### config.mk
export PLATFORM = sky130hd
export DESIGN_NAME = ahsi_core
export DESIGN_NICKNAME = d
export VERILOG_FILES = /design/src/ahsi_pkg.sv /design/src/ahsi_core.sv
export SDC_FILE = /design/constraint.sdc
export NUM_CORES = 1
export LEC_CHECK = 0
export ABC_AREA = 1
export BUFFER_PORTS_ARGS = -buffer_cell sky130_fd_sc_hd__buf_2
export CORE_ASPECT_RATIO = 2
export CORE_UTILIZATION = 49
export CTS_CLUSTER_DIAMETER = 80
export DETAILED_ROUTE_END_ITERATION = 12
export PLACE_DENSITY_LB_ADDON = 0.08
export SLEW_MARGIN = 15
export SYNTH_ARGS = -nofsm -noshare
export SYNTH_HDL_FRONTEND = slang
export SYNTH_SLANG_ARGS = --single-unit
### constraint.sdc
create_clock -name clk -period 1.6 [get_ports clk]
set_clock_uncertainty 0.1 [all_clocks]
set_input_delay 0.08 -clock clk [delete_from_list [all_inputs] [get_ports clk]]
set_output_delay 0.08 -clock clk [all_outputs]
set_load 0.01 [all_outputs]
### src/ahsi_pkg.sv
// package: constants and carrier types for the host-side status interface
package ahsi_pkg;
    // ------------------------------------------------------------
    // register select codes (reg_sel_hi, reg_sel_lo)
    // ------------------------------------------------------------
    localparam logic [1:0] SEL_DATA = 2'h0;
    localparam logic [1:0] SEL_STATUS = 2'h1;
    localparam logic [1:0] SEL_COMMAND = 2'h2;
    localparam logic [1:0] SEL_CONTROL = 2'h3;

    // ------------------------------------------------------------
    // status field positions
    // ------------------------------------------------------------
    localparam int ST_PARITY = 0;
    localparam int ST_FRAMING = 1;
    localparam int ST_OVERRUN = 2;
    localparam int ST_RX_FULL = 3;
    localparam int ST_TX_EMPTY = 4;
    localparam int ST_CARRIER = 5;
    localparam int ST_SET_READY = 6;
    localparam int ST_INTR = 7;

    // ------------------------------------------------------------
    // reset values and word length codes
    // ------------------------------------------------------------
    localparam logic [7:0] DATA_RST = 8'h00;
    localparam logic [1:0] MODEM_RST = 2'h3;
    localparam logic TX_EMPTY_RST = 1'b1;
    localparam logic [1:0] WL_8 = 2'h0;
    localparam logic [1:0] WL_7 = 2'h1;
    localparam logic [1:0] WL_6 = 2'h2;
    localparam logic [7:0] MASK_8 = 8'hff;
    localparam logic [7:0] MASK_7 = 8'h7f;
    localparam logic [7:0] MASK_6 = 8'h3f;
    localparam logic [7:0] MASK_5 = 8'h1f;
    localparam int BUF_DEPTH = 2;

    // ------------------------------------------------------------
    // carrier types
    // ------------------------------------------------------------
    typedef struct packed {
        logic [7:0] data;
        logic framing_err;
        logic parity_err;
    } ahsi_rx_word_t;

    typedef struct packed {
        logic rx_en;
        logic tx_en;
        logic modem_en;
    } ahsi_irq_en_t;
endpackage
### src/ahsi_core.sv
// module: processor-side bus, holding registers and status of the adapter
`timescale 1ns/10ps
// ------------------------------------------------------------
// Operation
// - read_not_write high takes bus data in
// - enabled event pulls intr_req_n low, sets bit7
// - bits 5,6 modem; 3,4 holding flags, gated
// - select lines plus direction pick the register
// - transfers only while bus_clock high, selected
// - reset puts every register at defined state
// - select 00: write transmit, read receive
// - transmit bit 0 first, extra bits ignored
// - receive bit 0 first, high bits zero
// - parity never stored in receive register
// - status bits 6..3 are interrupt conditions
// - bit 7 marks an interrupt condition occurred
// - bits 2..0 overrun, framing, parity
// - error bits never raise an interrupt
// - receive full sets on load, clears on read
// - transmit empty sets on move, clears on write
// - error bits clear after receive data read
// - bit 7 clears when status is read
// ------------------------------------------------------------
module ahsi_core (
    // clock and reset
    input wire logic clk,
    input wire logic rst,
    input wire logic hw_reset_n,
    // processor bus
    input wire logic bus_clock,
    input wire logic chip_sel_hi,
    input wire logic chip_sel_lo_n,
    input wire logic reg_sel_hi,
    input wire logic reg_sel_lo,
    input wire logic read_not_write,
    input wire logic [7:0] data_in,
    output logic [7:0] data_out,
    output logic data_oe,
    output logic intr_req_n,
    // configuration from command and control
    input wire logic [1:0] word_len,
    input wire ahsi_pkg::ahsi_irq_en_t irq_en,
    // modem lines
    input wire logic set_ready_n,
    input wire logic carrier_detect_n,
    // transmit stream toward shift register
    output logic [7:0] tx_data,
    output logic tx_valid,
    input wire logic tx_ready,
    // receive stream from shift register
    input wire ahsi_pkg::ahsi_rx_word_t rx_word,
    input wire logic rx_valid,
    output logic rx_ready
);
    // ------------------------------------------------------------
    // helpers
    // ------------------------------------------------------------
    // word length mask, shared by both directions
    function automatic logic [7:0] wl_mask(input logic [1:0] wl);
        case (wl)
            ahsi_pkg::WL_8: wl_mask = ahsi_pkg::MASK_8;
            ahsi_pkg::WL_7: wl_mask = ahsi_pkg::MASK_7;
            ahsi_pkg::WL_6: wl_mask = ahsi_pkg::MASK_6;
            default: wl_mask = ahsi_pkg::MASK_5;
        endcase
    endfunction

    logic rst_i;
    logic acc, acc_prev_r, acc_start;
    logic [1:0] sel;
    logic wr_data, rd_data, rd_stat, wr_stat;
    logic [7:0] tx_hold_r, tx_hold_nxt, rx_hold_r, rx_hold_nxt;
    logic tx_empty_r, tx_empty_nxt, rx_full_r, rx_full_nxt;
    logic ovr_r, ovr_nxt, fe_r, fe_nxt, pe_r, pe_nxt;
    logic irq_r, irq_nxt, irq_pin_r;
    logic [1:0] modem_r, modem_nxt, modem_now;
    logic modem_frz_r, modem_frz_nxt;
    logic [7:0] buf_r [ahsi_pkg::BUF_DEPTH];
    logic [7:0] buf_nxt [ahsi_pkg::BUF_DEPTH];
    logic [ahsi_pkg::BUF_DEPTH-1:0] vld_r, vld_nxt;
    logic push, pop, rx_take, ev_rx, ev_tx, ev_modem, ev_any;
    logic [7:0] status, dout_r, dout_nxt;
    logic oe_r, oe_nxt, rx_rdy_r;

    // ------------------------------------------------------------
    // bus decode
    // ------------------------------------------------------------
    // pin reset and core reset act alike
    assign rst_i = rst | ~hw_reset_n;
    // one action per high phase, so reads clear flags only once
    assign acc = chip_sel_hi & ~chip_sel_lo_n & bus_clock;
    assign acc_start = acc & ~acc_prev_r;
    assign sel = {reg_sel_hi, reg_sel_lo};
    // high direction carries bus data inward
    assign wr_data = acc_start & read_not_write
        & (sel == ahsi_pkg::SEL_DATA);
    assign rd_data = acc_start & ~read_not_write
        & (sel == ahsi_pkg::SEL_DATA);
    assign rd_stat = acc_start & ~read_not_write
        & (sel == ahsi_pkg::SEL_STATUS);
    // write to status is the program reset
    assign wr_stat = acc_start & read_not_write
        & (sel == ahsi_pkg::SEL_STATUS);

    // ------------------------------------------------------------
    // events and status image
    // ------------------------------------------------------------
    assign modem_now = {set_ready_n, carrier_detect_n};
    assign push = ~tx_empty_r & ~vld_r[1] & ~wr_data;
    assign pop = vld_r[0] & tx_ready;
    assign rx_take = rx_valid & rx_rdy_r;
    // only the four conditions feed the interrupt, never errors
    assign ev_rx = rx_take & ~rx_full_r & irq_en.rx_en;
    assign ev_tx = push & irq_en.tx_en;
    assign ev_modem = ~modem_frz_r & (modem_now != modem_r)
        & irq_en.modem_en;
    assign ev_any = ev_rx | ev_tx | ev_modem;
    assign status = {irq_r, modem_r, tx_empty_r, rx_full_r,
        ovr_r, fe_r, pe_r};

    // ------------------------------------------------------------
    // next-state logic for registers and flags
    // ------------------------------------------------------------
    always_comb begin
        tx_hold_nxt = tx_hold_r;
        tx_empty_nxt = tx_empty_r;
        rx_hold_nxt = rx_hold_r;
        rx_full_nxt = rx_full_r;
        ovr_nxt = ovr_r;
        fe_nxt = fe_r;
        pe_nxt = pe_r;
        irq_nxt = irq_r;
        modem_nxt = modem_r;
        modem_frz_nxt = modem_frz_r;
        dout_nxt = dout_r;
        oe_nxt = oe_r & acc;
        if (wr_data) begin
            // bits past the word length are dropped here
            tx_hold_nxt = data_in & wl_mask(word_len);
            tx_empty_nxt = 1'b0;
        end else if (push) begin
            tx_empty_nxt = 1'b1;
        end
        // reads clear first, so a same-cycle arrival wins
        if (rd_data) begin
            rx_full_nxt = 1'b0;
            ovr_nxt = 1'b0;
            fe_nxt = 1'b0;
            pe_nxt = 1'b0;
        end
        if (wr_stat) begin
            ovr_nxt = 1'b0;
        end
        if (rx_take && rx_full_r && !rd_data) begin
            ovr_nxt = 1'b1;
        end else if (rx_take) begin
            // parity already stripped, high bits forced to zero
            rx_hold_nxt = rx_word.data & wl_mask(word_len);
            rx_full_nxt = 1'b1;
            fe_nxt = rx_word.framing_err;
            pe_nxt = rx_word.parity_err;
        end
        // with modem_en set, modem bits freeze after a change until status is read
        if (rd_stat) begin
            irq_nxt = 1'b0;
            modem_frz_nxt = 1'b0;
        end
        if (!modem_frz_r && modem_now != modem_r) begin
            modem_nxt = modem_now;
            modem_frz_nxt = irq_en.modem_en;
        end
        if (ev_any) begin
            irq_nxt = 1'b1;
        end
        if (acc_start && !read_not_write) begin
            oe_nxt = 1'b1;
            case (sel)
                ahsi_pkg::SEL_DATA: dout_nxt = rx_hold_r;
                ahsi_pkg::SEL_STATUS: dout_nxt = status;
                default: dout_nxt = ahsi_pkg::DATA_RST;
            endcase
        end
    end

    // register stage for flags and holding registers
    always_ff @(posedge clk) begin
        if (rst_i) begin
            tx_hold_r <= ahsi_pkg::DATA_RST;
            rx_hold_r <= ahsi_pkg::DATA_RST;
            tx_empty_r <= ahsi_pkg::TX_EMPTY_RST;
            rx_full_r <= 1'b0;
            ovr_r <= 1'b0;
            fe_r <= 1'b0;
            pe_r <= 1'b0;
            irq_r <= 1'b0;
            modem_r <= ahsi_pkg::MODEM_RST;
            modem_frz_r <= 1'b0;
            dout_r <= ahsi_pkg::DATA_RST;
            oe_r <= 1'b0;
            acc_prev_r <= 1'b0;
            irq_pin_r <= 1'b1;
            rx_rdy_r <= 1'b0;
        end else begin
            tx_hold_r <= tx_hold_nxt;
            rx_hold_r <= rx_hold_nxt;
            tx_empty_r <= tx_empty_nxt;
            rx_full_r <= rx_full_nxt;
            ovr_r <= ovr_nxt;
            fe_r <= fe_nxt;
            pe_r <= pe_nxt;
            irq_r <= irq_nxt;
            modem_r <= modem_nxt;
            modem_frz_r <= modem_frz_nxt;
            dout_r <= dout_nxt;
            oe_r <= oe_nxt;
            acc_prev_r <= acc;
            irq_pin_r <= ~irq_nxt;
            rx_rdy_r <= 1'b1;
        end
    end

    // ------------------------------------------------------------
    // two-entry transmit buffer, head always in slot 0
    // ------------------------------------------------------------
    // a stalled shift register backs up into the holding register
    always_comb begin
        buf_nxt = buf_r;
        vld_nxt = vld_r;
        if (pop) begin
            buf_nxt[0] = buf_r[1];
            vld_nxt = {1'b0, vld_r[1]};
        end
        if (push) begin
            if (vld_nxt[0]) begin
                buf_nxt[1] = tx_hold_r;
                vld_nxt[1] = 1'b1;
            end else begin
                buf_nxt[0] = tx_hold_r;
                vld_nxt[0] = 1'b1;
            end
        end
    end

    // buffer storage
    always_ff @(posedge clk) begin
        if (rst_i) begin
            for (int i = 0; i < ahsi_pkg::BUF_DEPTH; i++) begin
                buf_r[i] <= ahsi_pkg::DATA_RST;
            end
            vld_r <= '0;
        end else begin
            buf_r <= buf_nxt;
            vld_r <= vld_nxt;
        end
    end

    // ------------------------------------------------------------
    // outputs
    // ------------------------------------------------------------
    assign data_out = dout_r;
    assign data_oe = oe_r;
    assign intr_req_n = irq_pin_r;
    assign tx_data = buf_r[0]; // shifter sends bit 0 first
    assign tx_valid = vld_r[0];
    assign rx_ready = rx_rdy_r;

    // ------------------------------------------------------------
    // assertions
    // ------------------------------------------------------------
    a_read_drives_bus: assert property (@(posedge clk) disable iff (rst_i)
        (acc_start && !read_not_write) |=> data_oe)
        else $error("read did not drive the bus");
    a_oe_needs_access: assert property (@(posedge clk) disable iff (rst_i)
        data_oe |-> $past(acc))
        else $error("bus driven outside an access");
    a_irq_pin_low: assert property (@(posedge clk) disable iff (rst_i)
        $rose(irq_r) |-> !intr_req_n)
        else $error("interrupt pin not low with bit 7");
    a_irq_has_cause: assert property (@(posedge clk) disable iff (rst_i)
        $rose(irq_r) |-> $past(ev_any))
        else $error("interrupt without enabled condition");
    a_stat_read_clr: assert property (@(posedge clk) disable iff (rst_i)
        (rd_stat && !ev_any) |=> (!irq_r && intr_req_n))
        else $error("status read did not clear bit 7");
    a_rx_full_set: assert property (@(posedge clk) disable iff (rst_i)
        (rx_take && !rx_full_r) |=> rx_full_r)
        else $error("receive full not set on load");
    a_tx_empty_clr: assert property (@(posedge clk) disable iff (rst_i)
        wr_data |=> !tx_empty_r)
        else $error("transmit empty not cleared by write");
    a_err_read_clr: assert property (@(posedge clk) disable iff (rst_i)
        (rd_data && !rx_take) |=> !(ovr_r || fe_r || pe_r))
        else $error("error bits survived data read");
    a_reset_values: assert property (@(posedge clk)
        rst_i |=> (tx_empty_r && !irq_r && !rx_full_r && !ovr_r && intr_req_n))
        else $error("wrong status after reset");
    // judged at the load, since word length may change while the word waits
    a_rx_high_zero: assert property (@(posedge clk) disable iff (rst_i)
        (rx_take && (!rx_full_r || rd_data))
        |=> ((rx_hold_r & ~wl_mask($past(word_len))) == 8'h00))
        else $error("receive bits past word length set");
    c_rx_then_read: cover property (@(posedge clk) disable iff (rst_i)
        rx_take ##[1:20] rd_data);
    c_tx_stall_full: cover property (@(posedge clk) disable iff (rst_i)
        (vld_r == 2'h3) && !tx_empty_r);
    c_overrun: cover property (@(posedge clk) disable iff (rst_i)
        $rose(ovr_r));
endmodule

-- Word level (Yosys, flattened, before mapping)
Cells that the tools add are included.
- flip-flop bits (word level): 55
- bits of input ports: 36
- output and inout bits: 20
- logic and storage cells: 103
- equal/unequal tests: 4
- mux-type cells: 32
- bitwise logic cells: 35
- reductions and logical operators: 14
- operators with widths (cell ; count):
    $mux W8 ; 6
    $pmux W8 S3 ; 1
    $mux W1 ; 21
    $and A1 B1 Y1 ; 19
    $and A8 B8 Y8 ; 2
    $mux W16 ; 1
    $pmux W8 S2 ; 1
    $not A1 Y1 ; 11
    $eq A2 B1 Y1 const B ; 2
    $logic_and A1 B1 Y1 ; 4
    $logic_not A2 Y1 ; 2
    $mux W2 ; 2
    $reduce_and A2 Y1 ; 2
    $reduce_bool A2 Y1 ; 2
    $logic_not A1 Y1 ; 3
    $or A1 B1 Y1 ; 3
    $reduce_bool A3 Y1 ; 1
    $eq A2 B2 Y1 const B ; 1
    $ne A2 B2 Y1 ; 1

-- Logic depth before layout (Yosys ltp)
- depth after elaboration: 13
- depth in mapped cells: 9

-- Least setup slack after synthesis
Ideal clock, no wire load.
- kind: register to register
- start: register vld_r[0] (netlist name)
- end: register buf_r, in the netlist tx_data[7]
- setup time: 0.070 ns
- arrival: 1.181 ns
- required time: 1.430 ns
- slack: 0.249 ns
- stages on the path, launching flop included: 8
- buffers on the path: 1
- cells stage by stage: dfxtp_1 nand2_1 buf_6 o21ai_0 nand2_1 nand2_1 nand3_1 a21oi_1
- longest elaborated chain between the ends: 4
- elaborated cells on any way between the ends: 5
- those cells by class: mux: 4; bitwise: 1
- ends and longest elaborated chain (element ; line ; RTL):
    from (decl) ; ahsi_core.sv:80 ; logic [ahsi_pkg::BUF_DEPTH-1:0] vld_r, vld_nxt;
    from (signal assigned) ; ahsi_core.sv:253 ; vld_r <= vld_nxt;
    $and A1 B1 Y1 ; ahsi_core.sv:110 ; assign pop = vld_r[0] & tx_ready;
    $mux W8 / $mux W2 (equally long branches) ; ahsi_core.sv:229 ; if (pop) begin
    $mux W8 ; ahsi_core.sv:234 ; if (vld_nxt[0]) begin
    $mux W16 (*) ; ahsi_core.sv:233 ; if (push) begin
    to (signal, indexed assignment) ; ahsi_core.sv:248 ; buf_r[i] <= ahsi_pkg::DATA_RST;
    to (signal assigned) ; ahsi_core.sv:252 ; buf_r <= buf_nxt;
    to (decl) ; ahsi_core.sv:78 ; logic [7:0] buf_r [ahsi_pkg::BUF_DEPTH];
Every way passes the cells marked *; elsewhere a longest branch is shown, timed or not.
A chain may end at the register's enable or synchronous reset.

-- Worst setup path after layout
- start: input port rst
- end: register acc_prev_r
- longest elaborated chain between the ends: 1
- ends and longest elaborated chain (element ; line ; RTL):
    from (decl) ; ahsi_core.sv:27 ; input wire logic rst,
    $or A1 B1 Y1 ; ahsi_core.sv:89 ; assign rst_i = rst | ~hw_reset_n;
    to (signal assigned) ; ahsi_core.sv:200 ; acc_prev_r <= 1'b0;
    to (signal assigned) ; ahsi_core.sv:216 ; acc_prev_r <= acc;
    to (decl) ; ahsi_core.sv:69 ; logic acc, acc_prev_r, acc_start;
Every way passes these cells.

==> results.md <==
| Parameter | Reported | Unit |
| --- | --- | --- |
| Iteration-0 DRC Markers | 53 | - |
| Hold Crit Class | primary input to flip-flop | - |
| Worst setup slack before clock tree synthesis | 103.8 | ps |
| Cells after synthesis | 364 | - |
| Total number of placement rows | 36 | - |
| Number of slew-limit violations in the final report | 0 | - |
| Post-Route Setup TNS | 0 | ps |
| Final Hold Viols | 0 | - |
| Via count of the first global-routing pass | 2564 | - |
| Time the final worst path needs with I/O delays and setup | 1480 | ps |
| N_diodes | 0 | - |
| Final HPWL DP | 4.653 | mm |
| Reported max-cap violation count | 0 | - |
| Inserted Clock Buffers | 5 | - |
| Number of buffers inserted by port buffering | 55 | - |
| Routability Congestion | 0.7856 | - |
| Most area-consuming cells after synthesis | dfxtp_1 43%, nand2_1 19%, a21oi_1 7.3% | - |
| Area leader, netlist | dfxtp_1 | - |
| Core ar. | 4910 | um2 |
| Height of the chip | 103.8 | um |
| Sequential fraction of the synthesis area | 43.39 | % |
| Crit Path Category | primary input to flip-flop | - |
| Leading register cell type out of synthesis | dfxtp_1 | - |
| Post-detailed-routing wire length | 6.462 | mm |
| Leading post-synthesis cells by instance count | 126 x nand2_1, 55 x dfxtp_1, 38 x nor2_1 | - |
| IO Count | 56 | - |
| Flops & latches, synth | 55 | - |
| Most heavily used metal layer in global routing | met2 | - |
| FMAX | 0.6757 | GHz |
| Met3 Usage GRT | 4.112 | % |
| Average wire per cell in the routed design | 13.08 | um |
| Worst flop-to-flop path endpoint | pe_r | - |
| Effective utilization at floorplan | 51.68 | % |
| Number of remaining DRC errors | 0 | - |
| Most frequent cell after synthesis | nand2_1 | - |
| Count of distinct cell types in the synthesized netlist | 25 | - |
| Largest net degree at the start of global routing | 21 | - |
| Area share of the leading cell type in the synthesized netlist | 43.39 | % |
| Cell Area, Placed | 2831 | um2 |
| Antenna violations before repair | 0 | - |
| Count of TritonRoute iterations in the first routing pass | 5 | - |
| Setup repair after global routing missed its margin | false | - |
| CP Launch Type | primary input | - |
| Longest Clk Path Bufs | 2 | - |
| Final period util | 92.50 | % |
| Highest cell delay on the worst timing path | 560 | ps |
| Most used cell along the critical path | dlygate4sd3_1 | - |
| Path depth of the worst reg2reg path | 6 | - |
| R2r startpoint | acc_prev_r | - |
| Worst-case headroom to the max-slew limit | 72.26 | % |
| Via-per-instance ratio | 5.071 | - |
| Sinks on the clock net | 55 | - |
| Result of the run | finished, final reports clean | - |
| Number of antenna-violating nets in the routed design | 0 | - |
| Finish-stage setup viols | 0 | - |
| Vias | 2505 | - |
| Data arrival, critical path | 1630 | ps |
| Data required time at the worst endpoint | 1750 | ps |
| Cells on Worst Hold Path | 4 | - |
| Global Route met1 Usage | 24.31 | % |
| GR met2 Demand/Resource | 50.09 | % |
| Post-synth EDFFs | 0 | - |
| Area Overhead vs Synth | 23.62 | % |
| Global-route wire length before repair | 10.87 | mm |
| Average cell area after synthesis | 6.971 | um2 |
| Cell Area, Synth | 2537 | um2 |
| Proportion of synthesized flip-flops having asynchronous set or reset | 0 | % |
| Area of the die | 5488 | um2 |
| Global route overflow | 0 | - |
| Net count, final | 472 | - |
| Maximum vdd drop | 0.0005901 | V |
| Synth Net Count | 400 | - |
| Worst Path Max Fanout | 3 | - |
| Post-Layout Inst Area | 3137 | um2 |
| Total global routing track utilization | 26.12 | % |
| Final worst setup slack | 120.1 | ps |
| Critical path, cell by cell | dlygate4sd3_1 -> buf_2 -> nor2_1 -> inv_2 -> nor2_2 -> dlygate4sd3_1 | - |
| Leakage | 1.452 | nW |
| Startpoint of the tightest hold check path | irq_en[1] | - |
| Power density relative to cell area | 783.3 | nW/um2 |
| Hold WS | 10.48 | ps |
| Cell with the largest stage delay on the worst path | dlygate4sd3_1 | - |
| Clock-pin transition on the worst setup and hold timing paths | 90 | ps |
| H-tree depth | 2 | - |
| Fin util | 63.89 | % |
| Destination of the worst hold path | intr_req_n | - |
| Clock latency on the worst-skew pair | 310 | ps |
| Fraction of final layout cells sized beyond drive strength 1 | 20.14 | % |
| Element type at the critical path end | flip-flop | - |
| Clock root cell | clkbuf_8 | - |
| Clock tree from TritonCTS | yes | - |
| Reg2Reg Setup Slack | 170 | ps |
| Warnings from Yosys | 0 | - |
| Number of buffers inserted to repair setup after CTS | 0 | - |
| Horizontal die dimension | 52.89 | um |
| Slew at the pin closest to its max-slew limit | 415.6 | ps |
==> cell type report <==
cell class	count	area (um2)
flip-flops and latches	55	1101
fillers	493	1773
inverters	32	120.1
multi-input cells	257	1181
repair buffers	85	563.0
clock buffers	8	100.1
well taps	57	71.32
==> state kept, by name, indices dropped and copies added, names as in the netlist <==
name	flops
acc_prev_r	1
tx_empty_r	1
modem_r	2
rx_hold_r	8
tx_data	8
data_out	8
rx_ready	1
intr_req_n	1
fe_r	1
pe_r	1
vld_r	2
ovr_r	1
data_oe	1
rx_full_r	1
irq_r	1
modem_frz_r	1
buf_r	8
tx_hold_r	8
==> worst max-delay path by stage <==
stage                from  slack, ps      endpoint  cells past startpoint
2_1_floorplan    vld_r[0]        250    tx_data[7]                      7
3_3_place_gp    bus_clock        200  rx_hold_r[7]                      8
3_5_place_dp     vld_r[0]        100    tx_data[6]                      6
4_1_cts               rst         40    acc_prev_r                      6
5_1_grt        acc_prev_r         30          pe_r                      7
6_report              rst        120    acc_prev_r                      6
==> logic make-up (layout without fill, tap and decap cells) <==
family / after synthesis / in the layout / synth area share [%]
AND/OR/NAND/NOR: 200 / 200 / 34.42
flip-flops: 55 / 55 / 43.39
AO/OA/AOI/OAI: 57 / 57 / 11.93
buffers and inverters: 52 / 125 / 10.26
==> worst max-delay path, delay by kind of cell <==
kind                   cells  cell delay (ps)
buffers and inverters      4             1280
and+or+nand+nor            2              270
==> stage by stage <==
step                power [mW]  cells
global placement         1.609    466
CTS                      2.466    494
detailed placement       1.612    466
floorplan                1.524    364
finish                   2.457    494
global route             2.553    494
==> report_power, final <==
| group | switching, mW | total [mW] | internal (mW) |
|---|---|---|---|
| Combinational | 0.117 | 0.225 | 0.108 |
| Sequential | 0.00976 | 1.39 | 1.38 |
| Clock | 0.443 | 0.839 | 0.396 |
==> routing by layer <==
layer | vias up | share of wire (%)
met5 | - | 0
met1 | 1141 | 37
met2 | 65 | 57
li1 | 1282 | -
met3 | 17 | 3.4
met4 | 0 | 2.9
==> layout by cell type (no fill, tap or decap), types with 2 or more instances in the layout <==
cell,synthesis,routed
nand2_1,126,125
dfxtp_1,55,55
buf_2,4,55
nor2_1,38,37
a21oi_1,37,37
inv_1,29,29
dlygate4sd3_1,0,20
nand3_1,18,18
o21ai_0,14,13
buf_4,8,9
clkbuf_8,0,7
nand3b_1,5,5
nand2_2,3,4
a22o_1,4,4
nor2_2,2,3
inv_2,2,3
nand2_4,2,2
o22ai_1,2,2
==> what timing repair did <==
item	in CTS	in global routing
hold endpoints to repair	19	0
hold buffers	20	0
resized for setup	0	4
setup endpoints to repair	0	9
Note: power is estimated with default switching activity, not from simulation.
